<file path="src/verilog/sac_pkg.sv">
/*
 * Package for the successive-approximation conversion sequencer: timing
 * constants, code widths, state encoding and the grouped strobe carrier.
 * Assumes a single 125 MHz system clock.
 */
package sac_pkg;

    localparam int unsigned DATA_W = 8;
    localparam int unsigned CLK_PERIOD_PS = 8000;
    // Self-terminating completion pulse in free-running mode
    localparam int unsigned FREE_PULSE_NS = 300;
    localparam int unsigned FREE_PULSE_CYC = (FREE_PULSE_NS * 1000) / CLK_PERIOD_PS;
    // Converter clock, unless the external pin is selected, is a divided enable from the system clock
    localparam int unsigned CONV_DIV = 16;
    localparam logic [7:0] CONV_DIV_LAST = 8'(CONV_DIV - 1);
    localparam logic [5:0] FREE_PULSE_LAST = 6'(FREE_PULSE_CYC - 1);
    localparam logic [DATA_W-1:0] RESULT_RST = 8'h00;
    localparam logic [DATA_W-1:0] MSB_ONEHOT = 8'h80;
    localparam logic [2:0] SYNC_RST = 3'h7;

    typedef enum logic [2:0] {
        SAC_IDLE = 3'b001,
        SAC_CONV = 3'b010,
        SAC_DONE = 3'b100
    } sac_state_t;

    // Host strobes, all active low
    typedef struct packed {
        logic sel_n;
        logic start_n;
        logic read_n;
    } sac_strobe_t;

endpackage : sac_pkg

</file>
<file path="src/verilog/sac_ctrl.sv">
/*
 * Conversion sequencer of an 8-bit successive-approximation converter.
 * Host strobes arrive asynchronously and are synchronised here. The analog
 * comparator is outside: it answers whether the trial code is below the input.
 * Converter clock is either a divided system enable or an external clock pin.
 */
// Notes on behaviour
// - Restart mid-conversion aborts and begins afresh.
// - Aborted conversion never updates output latch.
// - Done stays high during a restart.
// - Clock from external pin or self-clock.
// - Straight binary 8-bit result code.
// - Top transition to all ones handled.
// - Select and read clear done, drive data.
// - Free-run done pulse self-terminates near 300 ns.
`timescale 1ns/1ps
module sac_ctrl (
    input wire logic clk_i,
    input wire logic rst_i,
    input wire sac_pkg::sac_strobe_t strobe_i,
    input wire logic ext_clk_sel_i,
    input wire logic ext_clk_i,
    input wire logic comp_below_i,
    output logic [7:0] trial_code_o,
    output logic sample_o,
    output logic conversion_done_n_o,
    output logic [7:0] data_o,
    output logic data_oe_n_o,
    output logic busy_o
);
    logic [2:0] sel_sync;
    logic [2:0] start_sync;
    logic [2:0] read_sync;
    logic [2:0] eclk_sync;
    logic [2:0] esel_sync;
    logic esel;
    logic sel_n;
    logic start_n;
    logic read_n;
    logic eclk;
    logic start_prev;
    logic eclk_prev;
    logic [7:0] div_cnt;
    logic [5:0] pulse_cnt;
    sac_pkg::sac_state_t state;
    logic [7:0] sar;
    logic [7:0] bit_ptr;
    logic [7:0] result;
    logic done_flag;
    logic free_pulse;

    always_ff @(posedge clk_i or posedge rst_i)
    begin
        if (rst_i)
        begin
            sel_sync <= sac_pkg::SYNC_RST;
            start_sync <= sac_pkg::SYNC_RST;
            read_sync <= sac_pkg::SYNC_RST;
            eclk_sync <= 3'h0;
            esel_sync <= 3'h0;
        end
        else
        begin
            sel_sync <= {sel_sync[1:0], strobe_i.sel_n};
            start_sync <= {start_sync[1:0], strobe_i.start_n};
            read_sync <= {read_sync[1:0], strobe_i.read_n};
            eclk_sync <= {eclk_sync[1:0], ext_clk_i};
            esel_sync <= {esel_sync[1:0], ext_clk_sel_i};
        end
    end

    // A level counts once the second and third stages agree
    always_ff @(posedge clk_i or posedge rst_i)
    begin
        if (rst_i)
        begin
            sel_n <= 1'b1;
            start_n <= 1'b1;
            read_n <= 1'b1;
            eclk <= 1'b0;
            esel <= 1'b0;
        end
        else
        begin
            if (sel_sync[1] == sel_sync[2])
                sel_n <= sel_sync[2];
            if (start_sync[1] == start_sync[2])
                start_n <= start_sync[2];
            if (read_sync[1] == read_sync[2])
                read_n <= read_sync[2];
            if (eclk_sync[1] == eclk_sync[2])
                eclk <= eclk_sync[2];
            if (esel_sync[1] == esel_sync[2])
                esel <= esel_sync[2];
        end
    end

    always_ff @(posedge clk_i or posedge rst_i)
    begin
        if (rst_i)
        begin
            start_prev <= 1'b1;
            eclk_prev <= 1'b0;
        end
        else
        begin
            start_prev <= start_n;
            eclk_prev <= eclk;
        end
    end

    // Start takes effect on the rising edge that ends the strobe
    wire sel_act = ~sel_n;
    wire start_rise = start_n & ~start_prev & sel_act;
    // Done falling while start is tied to it: start held low restarts once the pulse timer reaches FREE_PULSE_LAST
    wire free_start = free_pulse & (pulse_cnt == sac_pkg::FREE_PULSE_LAST);
    wire go = start_rise | free_start;
    wire read_act = sel_act & ~read_n;
    wire div_tick = (div_cnt == sac_pkg::CONV_DIV_LAST);
    wire eclk_tick = eclk & ~eclk_prev;
    // Clock select is a pin too; synchronised so a change cannot split a step
    wire conv_tick = esel ? eclk_tick : div_tick;
    wire last_bit = bit_ptr[0];
    wire keep_bit = comp_below_i;
    wire [7:0] next_sar = (keep_bit ? sar : (sar & ~bit_ptr)) | (bit_ptr >> 1);
    wire [7:0] final_code = keep_bit ? sar : (sar & ~bit_ptr);

    always_ff @(posedge clk_i or posedge rst_i)
    begin
        if (rst_i)
            div_cnt <= 8'h00;
        else if (div_tick)
            div_cnt <= 8'h00;
        else
            div_cnt <= div_cnt + 8'h01;
    end

    always_ff @(posedge clk_i or posedge rst_i)
    begin
        if (rst_i)
        begin
            state <= sac_pkg::SAC_IDLE;
            sar <= sac_pkg::RESULT_RST;
            bit_ptr <= sac_pkg::RESULT_RST;
        end
        else if (go)
        begin
            state <= sac_pkg::SAC_CONV;
            sar <= sac_pkg::MSB_ONEHOT;
            bit_ptr <= sac_pkg::MSB_ONEHOT;
        end
        else
        begin
            case (state)
                sac_pkg::SAC_CONV:
                begin
                    if (conv_tick)
                    begin
                        sar <= next_sar;
                        bit_ptr <= bit_ptr >> 1;
                        if (last_bit)
                            state <= sac_pkg::SAC_DONE;
                    end
                end
                sac_pkg::SAC_DONE:
                    state <= sac_pkg::SAC_IDLE;
                sac_pkg::SAC_IDLE:
                    state <= sac_pkg::SAC_IDLE;
                default:
                    state <= sac_pkg::SAC_IDLE;
            endcase
        end
    end

    wire complete = (state == sac_pkg::SAC_CONV) & conv_tick & last_bit & ~go;

    // Latch written only on a full conversion, so aborts leave it alone
    always_ff @(posedge clk_i or posedge rst_i)
    begin
        if (rst_i)
            result <= sac_pkg::RESULT_RST;
        else if (complete)
            result <= final_code;
    end

    // Completion sets the flag; a read or a new start clears it
    always_ff @(posedge clk_i or posedge rst_i)
    begin
        if (rst_i)
            done_flag <= 1'b0;
        else if (complete)
            done_flag <= 1'b1;
        else if (read_act | go)
            done_flag <= 1'b0;
    end

    // Free-run pulse timer: start held low while done is low means tied node
    always_ff @(posedge clk_i or posedge rst_i)
    begin
        if (rst_i)
        begin
            free_pulse <= 1'b0;
            pulse_cnt <= 6'h00;
        end
        else if (free_start)
        begin
            free_pulse <= 1'b0;
            pulse_cnt <= 6'h00;
        end
        else if (done_flag & sel_act & ~start_n)
        begin
            free_pulse <= 1'b1;
            pulse_cnt <= pulse_cnt + 6'h01;
        end
        else
        begin
            free_pulse <= 1'b0;
            pulse_cnt <= 6'h00;
        end
    end

    always_ff @(posedge clk_i or posedge rst_i)
    begin
        if (rst_i)
        begin
            data_o <= sac_pkg::RESULT_RST;
            data_oe_n_o <= 1'b1;
        end
        else
        begin
            data_o <= result;
            data_oe_n_o <= ~read_act;
        end
    end

    assign conversion_done_n_o = ~done_flag;
    assign trial_code_o = sar;
    assign sample_o = go;
    assign busy_o = (state == sac_pkg::SAC_CONV);

endmodule : sac_ctrl

</file>
<file path="config.mk">
export PLATFORM = sky130hd
export DESIGN_NAME = sac_ctrl
export DESIGN_NICKNAME = d
export VERILOG_FILES = /design/src/verilog/sac_pkg.sv /design/src/verilog/sac_ctrl.sv
export SDC_FILE = /design/constraint.sdc
export NUM_CORES = 1
export LEC_CHECK = 0
export ABC_AREA = 0
export BUFFER_PORTS_ARGS = -buffer_cell sky130_fd_sc_hd__buf_4
export CAP_MARGIN = 20
export CORE_MARGIN = 10
export CORE_UTILIZATION = 57
export CTS_CLUSTER_SIZE = 14
export DETAILED_ROUTE_END_ITERATION = 16
export PLACE_DENSITY = 0.84
export SLEW_MARGIN = 40
export SYNTH_ARGS = -nofsm -noshare
export SYNTH_HDL_FRONTEND = slang
export SYNTH_SLANG_ARGS = --single-unit
</file>
<file path="constraint.sdc">
create_clock -name clk_i -period 2.6 [get_ports clk_i]
set_input_delay 0.26 -clock clk_i [delete_from_list [all_inputs] [get_ports clk_i]]
set_output_delay 0.26 -clock clk_i [all_outputs]
set_load 0.01 [all_outputs]
</file>
Word-level counts from Yosys, hierarchy flattened --
Index checks and enable logic that the tools add are counted.
Cells by class: $add $sub $neg 2, equality and inequality tests 10, muxes and demuxes 19, bitwise gates (word level) 23, reduce and logical (&&, ||, !) cells 5
Operators with widths (number):
- $mux W8 | 8
- $mux W3 | 4
- $mux W6 | 2
- $and A1 B1 Y1 | 10
- $add A8 B1 Y8 const B | 1
- $and A8 B8 Y8 | 1
- $eq A8 B4 Y1 const B | 1
- $not A1 Y1 | 8
- $not A8 Y8 | 1
- $or A8 B7 Y8 | 1
- $add A6 B1 Y6 const B | 1
- $eq A6 B6 Y1 const B | 1
- $ne A3 B1 Y1 const B | 2
- $reduce_bool A2 Y1 | 3
- $eq A1 B1 Y1 | 5
- $mux W1 | 5
- $reduce_and A2 Y1 | 2
- $eq A3 B2 Y1 const B | 1
- $or A1 B1 Y1 | 2
Word-level totals: register bits after elaboration 74, bits of input ports 8

Longest topological paths before layout --
Gate-level depths: netlist of the first run.
depth in word-level cells 7, mapped depth 7, mapped depth without buffers 6

Worst setup path after synthesis of the first run --
OpenSTA, ideal clock, no wires.
path kind reg2reg, start register div_cnt[5], end register result[7], library setup time 0.126 ns, arrival time 1.727 ns, required time 2.474 ns, slack 0.747 ns, stages on the path, launching flop included 6, path buffers 1, period minus slack after synthesis 1.853 ns, cells stage by stage dfrtp_1 or4_4 o31ai_4 nand4_1 buf_6 mux2i_1
Between the ends: word-level cells in the longest chain between the ends 5
RTL lines:
- from (decl) | line sac_ctrl.sv:43 | logic [7:0] div_cnt;
- from (signal assigned) | line sac_ctrl.sv:135 | div_cnt <= div_cnt + 8'h01;
- $eq A8 B4 Y1 | line sac_ctrl.sv:119 | wire div_tick = (div_cnt == sac_pkg::CONV_DIV_LAST);
- $mux W1 | line sac_ctrl.sv:122 | wire conv_tick = esel ? eclk_tick : div_tick;
- $and A1 B1 Y1 (3 in series) | line sac_ctrl.sv:175 | wire complete = (state == sac_pkg::SAC_CONV) & conv_tick & last_bit & ~go;
- to (signal assigned) | line sac_ctrl.sv:181 | result <= sac_pkg::RESULT_RST;
- to (signal assigned) | line sac_ctrl.sv:183 | result <= final_code;
- to (decl) | line sac_ctrl.sv:48 | logic [7:0] result;
Every way passes these cells. A chain may end at the register's enable or synchronous reset.

Worst setup path after layout of the first run --
start register pulse_cnt[0], end output port sample_o
Between the ends: word-level cells in the longest chain between the ends 3
RTL lines:
- from (decl) | line sac_ctrl.sv:44 | logic [5:0] pulse_cnt;
- from (signal assigned) | line sac_ctrl.sv:213 | pulse_cnt <= pulse_cnt + 6'h01;
- $eq A6 B6 Y1 | line sac_ctrl.sv:116 | wire free_start = free_pulse & (pulse_cnt == sac_pkg::FREE_PULSE_LAST);
- $and A1 B1 Y1 | line sac_ctrl.sv:116
- $or A1 B1 Y1 | line sac_ctrl.sv:117 | wire go = start_rise | free_start;
- to (decl) | line sac_ctrl.sv:25 | output logic sample_o,
Every way passes these cells.

==> results.cfg, run 1 <==
[die]
die_w_um = 89.38
design.die.area_um2 = 7989
core_um2 = 4692
rows = 25
start_util_pct = 58.48
io_pins = 28
die_height_um = 89.38

[clock_network]
htreeDepth = 3
insertion_delay_ns = 0.34
cts-buffers-inserted = 9
cts_hold_buf = 0
cts-resized-gates = 0
cts.path.max_buffers = 2
cts_sinks = 74
cts.clk_slew.worst_paths_ns = 0.07
cts_tree = yes
cts_setup_buffers = 0
cts-root-buf = clkbuf_8

[finish]
stdcell_area_um2 = 3246
area_delta_synth_final_pct = 18.29
nets = 266
antenna_cells_inserted = 0
drive_gt1_share_pct = 26.15

[power]
clkPwrFrac_pct = 41.5
p_int_mw = 1.781
ir_drop_mv = 0.4513
switching_share_pct = 20.28
p_per_area_nw_per_um2 = 688.3
switching_power_mw = 0.4530
p_leak_nw = 1.621
seqPwrFrac_pct = 54.3
combinationalPowerShare_pct = 4.2

[placement]
dp_hpwl_um = 3103
place_area_um2 = 3029
gp_congestion = 0.8519
portBuffers = 27

[route]
vias = 1663
drc = 0
routedWlPerCell_um = 14.69
antenna_left = 0
routed_wirelength_um = 4614
first_pass_iters = 4
vias_per_cell = 5.296
drtIter0Drc = 212

[synth]
syn_inst = 217
synth_edf_count = 0
avgSynthCellArea_um2 = 12.64
synthSimpleGateAreaFrac_pct = 13.32
synth_top_area_share_pct = 53.81
async_flop_share_pct = 100.0
synth_common_cells = dfrtp_1, nand2_1, inv_1, dfstp_2, nor2_1
mappedNetlistNets = 228
yosys.area_share.adder_pct = 3.192
synth_compound_area_share_pct = 6.247
syn-cell-area_um2 = 2744
muxShareOfSynthArea_pct = 2.918
yosysUniqueCellTypes = 30
synth_top_cell_by_area = dfrtp_1
synth_xor_area_share_pct = 2.873
ys_seq_elements = 74
ys_seq_area_share_pct = 68.17
synth_top_cells_by_area = dfrtp_1, dfstp_2, nand2_1
synth_top_family_by_area = simple AND/OR/NAND/NOR gates
ys.flop_type = dfrtp_1
yosysWarnings = 0
yosysMostFrequentCell = dfrtp_1

[sta]
rsz0062_at_grt = no
slew_headroom_pct = 60.34
tns_ns = 0
post-route-min-period_ns = 2.253
setup_viol_count_final = 0
finalHoldViolCount = 0
worstMarginPinSlew_ns = 0.5934
drv_slew = 0
fmax_mhz = 443.9
finClkSkew_ns = 0.004677
fin_crit_sh_pct = 86.64

[run_status]
status = finished clean

[critical_path]
required_ns = 2.34
cp-end-kind = primary output
r2r_slack_ns = 0.46
reg2reg_from = div_cnt[4]
worstSetupPathType = flop to primary output
reg2reg_to = trial_code_o[3]
crit_fanout = 26
start_kind = flop
reg2reg_depth = 4
cp.arrival_ns = 1.99

[global_routing]
antenna_found_initial = 0
grt_pass1_wl_um = 8197
track_usage_pct = 13.39
grt_pass1_vias = 1751
grt_max_degree = 40
grt_overflow_total = 0

[run]
max_cap_viol_count = 0

[hold_path]
hp-class = primary input to async pin
[through the flow]
step / setup slack [ns] / cells / utilization [%] / power [mW] / hold slack, ns
after floorplan: 0.4832 / 217 / - / 1.287 / 0.2645
final: 0.3473 / 314 / 69.17 / 2.234 / 0.01973
after detailed placement: 0.5046 / 298 / 64.56 / 1.330 / 0.3389
after global routing: 0.1641 / 314 / 69.17 / 2.323 / 0.01148
after CTS: 0.3151 / 314 / 69.17 / 2.259 / 0.01059
after global placement: 0.2729 / 298 / 64.40 / 1.324 / 0.3342
[cells in the final DEF (no fill, tap or decap), types with 2 or more instances in the layout]
cell type  synthesis  layout
xor2_1             5       5
nor2_1            13      13
nand4_1            8       8
dfrtp_1           59      59
mux2i_1            8       8
buf_4              0      31
dfstp_2           15      15
inv_2              1       2
ha_1               3       3
inv_1             17      16
o21ai_0           11      11
o311ai_0           7       7
or3b_2             2       2
clkbuf_1           3       2
xnor2_1            4       4
maj3_1             5       5
nand3_1            5       5
nand2b_1           8       8
nand2_1           27      27
clkbuf_8           0      13
and3_1             5       5
[state kept, by name, summed over array words and instances (netlist names)]
signal,count
state,3
result,8
start_prev,1
pulse_cnt,6
esel,1
read_sync,3
start_sync,3
sel_n,1
eclk_prev,1
data_oe_n_o,1
done_flag,1
div_cnt,8
trial_code_o,8
free_pulse,1
eclk_sync,3
read_n,1
sel_sync,3
start_n,1
data_o,8
eclk,1
esel_sync,3
bit_ptr,8
[worst max-delay path, cell delays in order (launching register included)]
cell and delay, ns:
dfrtp_1 0.39, inv_1 0.06, ha_1 0.18, nor2b_1 0.16
a21boi_4 0.51, inv_1 0.18, buf_4 0.19
[how the worst max path moves through the flow]
stage | slack (ns) | start | endpoint
6_report | 0.35 | pulse_cnt[0] | sample_o
5_1_grt | 0.16 | pulse_cnt[0] | sample_o
4_1_cts | 0.32 | pulse_cnt[0] | sample_o
3_5_place_dp | 0.50 | div_cnt[5] | bit_ptr[1]
3_3_place_gp | 0.27 | pulse_cnt[0] | result[5]
2_1_floorplan | 0.48 | rst_i | bit_ptr[0]
[kinds of logic (layout without fill, tap and decap cells)]
kind of cell | count (synthesis) | in the layout
muxes | 8 | 8
buffers and inverters | 22 | 65
DFF | 74 | 74
xor gates and xnor gates | 9 | 9
adders and majority gates | 8 | 8
and+or+nand+nor | 73 | 73
AOI/OAI and AO/OA | 23 | 23
[routing by layer]
layer | global-route usage [%] | part of all wire [%]
met5 | 0 | 0
met4 | 8.237 | 2.6
met3 | 3.646 | 4.8
met2 | 20.79 | 47
met1 | 16.23 | 45
[cell type report]
cell class                 instances  area [µm²]
fill                             340        1446
clock inverter                     1       30.03
sequential                        74        1871
multi-input combinational        121       790.8
timing repair buffer              31       232.7
inverter                          18       67.56
tap                               54       67.56
clock buffer                      15       186.4
[power by group through the flow]
stage | Combinational, mW | Clock (mW) | Sequential (mW)
3_3_place_gp | 0.0919 | 0 | 1.23
2_1_floorplan | 0.0559 | 0 | 1.23
6_report | 0.0938 | 0.928 | 1.21
5_1_grt | 0.107 | 0.999 | 1.22
4_1_cts | 0.0967 | 0.949 | 1.21
3_5_place_dp | 0.0957 | 0 | 1.23
(Power assumes the default switching activity.)
==> run 2, diff against run 1 <==
Settings changed: CORE_MARGIN 10 to unset, CORE_UTILIZATION 57 to 61, PLACE_DENSITY 0.84 to 0.89.
Clock period 2.6 ns to 2.86 ns, I/O delays scaled along.
==> results.cfg, run 2 (same netlist as run 1, synthesis figures left out) <==
[finish]
stdcell_area_um2 = 3188
area_delta_synth_final_pct = 16.19
layout_commonest_cell = dfrtp_1
drive_gt1_share_pct = 25.48
antenna_cells_inserted = 0
final_cell_mix = dfrtp_1, buf_4, nand2_1, inv_1, dfstp_2
nets = 265

[power]
p_leak_nw = 1.589
p_int_mw = 1.455
switching_power_mw = 0.4184
clkPwrFrac_pct = 36.6
totalPowerFinal_mw = 1.873
seqPwrFrac_pct = 58.9
ir_drop_mv = 0.4781
combinationalPowerShare_pct = 4.5
p_per_area_nw_per_um2 = 587.5
switching_share_pct = 22.34

[clock_network]
cts_tree = yes
insertion_delay_ns = 0.34
cts_hold_buf = 0
cts.path.max_buffers = 2
cts-resized-gates = 0
htreeDepth = 3
cts-buffers-inserted = 9
cts_setup_buffers = 0
cts.clk_slew.worst_paths_ns = 0.07
cts-root-buf = clkbuf_8
cts_sinks = 74

[sta]
finClkSkew_ns = 0.01161
slew_headroom_pct = 58.83
post-route-min-period_ns = 2.271
fmax_mhz = 440.3
fin_crit_sh_pct = 79.41
finalHoldViolCount = 0
rsz0062_at_grt = no
tns_ns = 0
drv_slew = 0
setup_viol_count_final = 0
worstMarginPinSlew_ns = 0.6161

[critical_path]
crit_fanout = 26
required_ns = 2.57
crit_slowest_cell = a21boi_4
cp-end-kind = primary output
cp.arrival_ns = 1.99
crit_path_max_incr_delay_ns = 0.52
start_kind = flop
crit_top_cell = inv_1
worstSetupPathType = flop to primary output
crit_chain = inv_1 -> ha_1 -> nor2b_1 -> a21boi_4 -> inv_1 -> buf_4

[global_routing]
grt_max_degree = 49
grt_pass1_wl_um = 8045
track_usage_pct = 22.07
grt_overflow_total = 0
grt_pass1_vias = 1753
antenna_found_initial = 0

[die]
start_util_pct = 63.45
die_w_um = 69.07
design.die.area_um2 = 4771
rows = 24
core_um2 = 4324
io_pins = 28
die_height_um = 69.07

[placement]
place_area_um2 = 3022
gp_congestion = 0.8092
dp_hpwl_um = 3083
portBuffers = 27

[route]
routed_wirelength_um = 4561
antenna_left = 0
drtIter0Drc = 129
first_pass_iters = 4
routedWlPerCell_um = 14.67
drc = 0
vias = 1735
vias_per_cell = 5.579

[hold_path]
hp-class = primary input to async pin

[run_status]
status = finished clean

[run]
max_cap_viol_count = 0
## run 2: cell count changes in the layout (fill, tap and decap cells not counted), sizes merged
cell / before / now
clkbuf: 15 / 13
buf: 31 / 30
bufinv: 1 / 0
clkinv: 0 / 2
clkinvlp: 0 / 1
## run 2: routing by layer
| layer | share of wire (%) | up-vias | track usage (%) |
|---|---|---|---|
| li1 | - | 810 | - |
| met1 | 43 | 871 | 28.27 |
| met2 | 50 | 45 | 34.20 |
| met3 | 4.5 | 9 | 4.825 |
| met4 | 1.8 | 0 | 14.29 |
| met5 | 0 | - | 0 |
## run 2: worst max-delay path: cells and delay by family (launching register included)
family,cells,cell delay (ns)
and+or+nand+nor,1,0.16
DFF,1,0.39
adders and majority gates,1,0.18
AOI/OAI and AO/OA,1,0.52
buffers and inverters,3,0.41
## run 2: power by group through the flow
| stage | Combinational (mW) | Sequential (mW) | Clock (mW) |
|---|---|---|---|
| finish | 0.0842 | 1.10 | 0.686 |
| floorplan | 0.0508 | 1.12 | 0 |
| global placement | 0.0818 | 1.12 | 0 |
| detailed placement | 0.0859 | 1.12 | 0 |
| global route | 0.0959 | 1.11 | 0.736 |
| CTS | 0.0861 | 1.10 | 0.703 |
## run 2: layout make-up
class | count | area [µm²]
clock inverters | 3 | 17.52
flip-flops and latches | 74 | 1871
multi-input cells | 121 | 790.8
clock buffers | 13 | 148.9
fillers | 307 | 1136
well taps | 52 | 65.06
repair buffers | 30 | 225.2
inverters | 18 | 70.07
## run 2: worst paths after layout
path	from	to	slack [ns]	cells past startpoint
worst max-delay path	pulse_cnt[0]	sample_o	0.59	6
worst min-delay path	rst_i	state[2]	0.01	2
worst max register to register	div_cnt[5]	bit_ptr[1]	0.67	4
worst min register to register	eclk_sync[0]	eclk_sync[1]	0.35	0
max in group asynchronous	rst_i	data_o[0]	2.25	3
min in group clk_i	ext_clk_i	eclk_sync[0]	0.05	1
## run 2: per-stage QoR
stage,setup WS (ns),hold slack [ns],utilization [%],instances
after floorplan,0.7172,0.2905,-,217
after global placement,0.6229,0.3347,69.65,295
after detailed placement,0.6652,0.3381,69.88,295
after CTS,0.5817,0.01935,73.73,311
after global routing,0.4501,0.03283,73.73,311
final,0.5887,0.01257,73.73,311
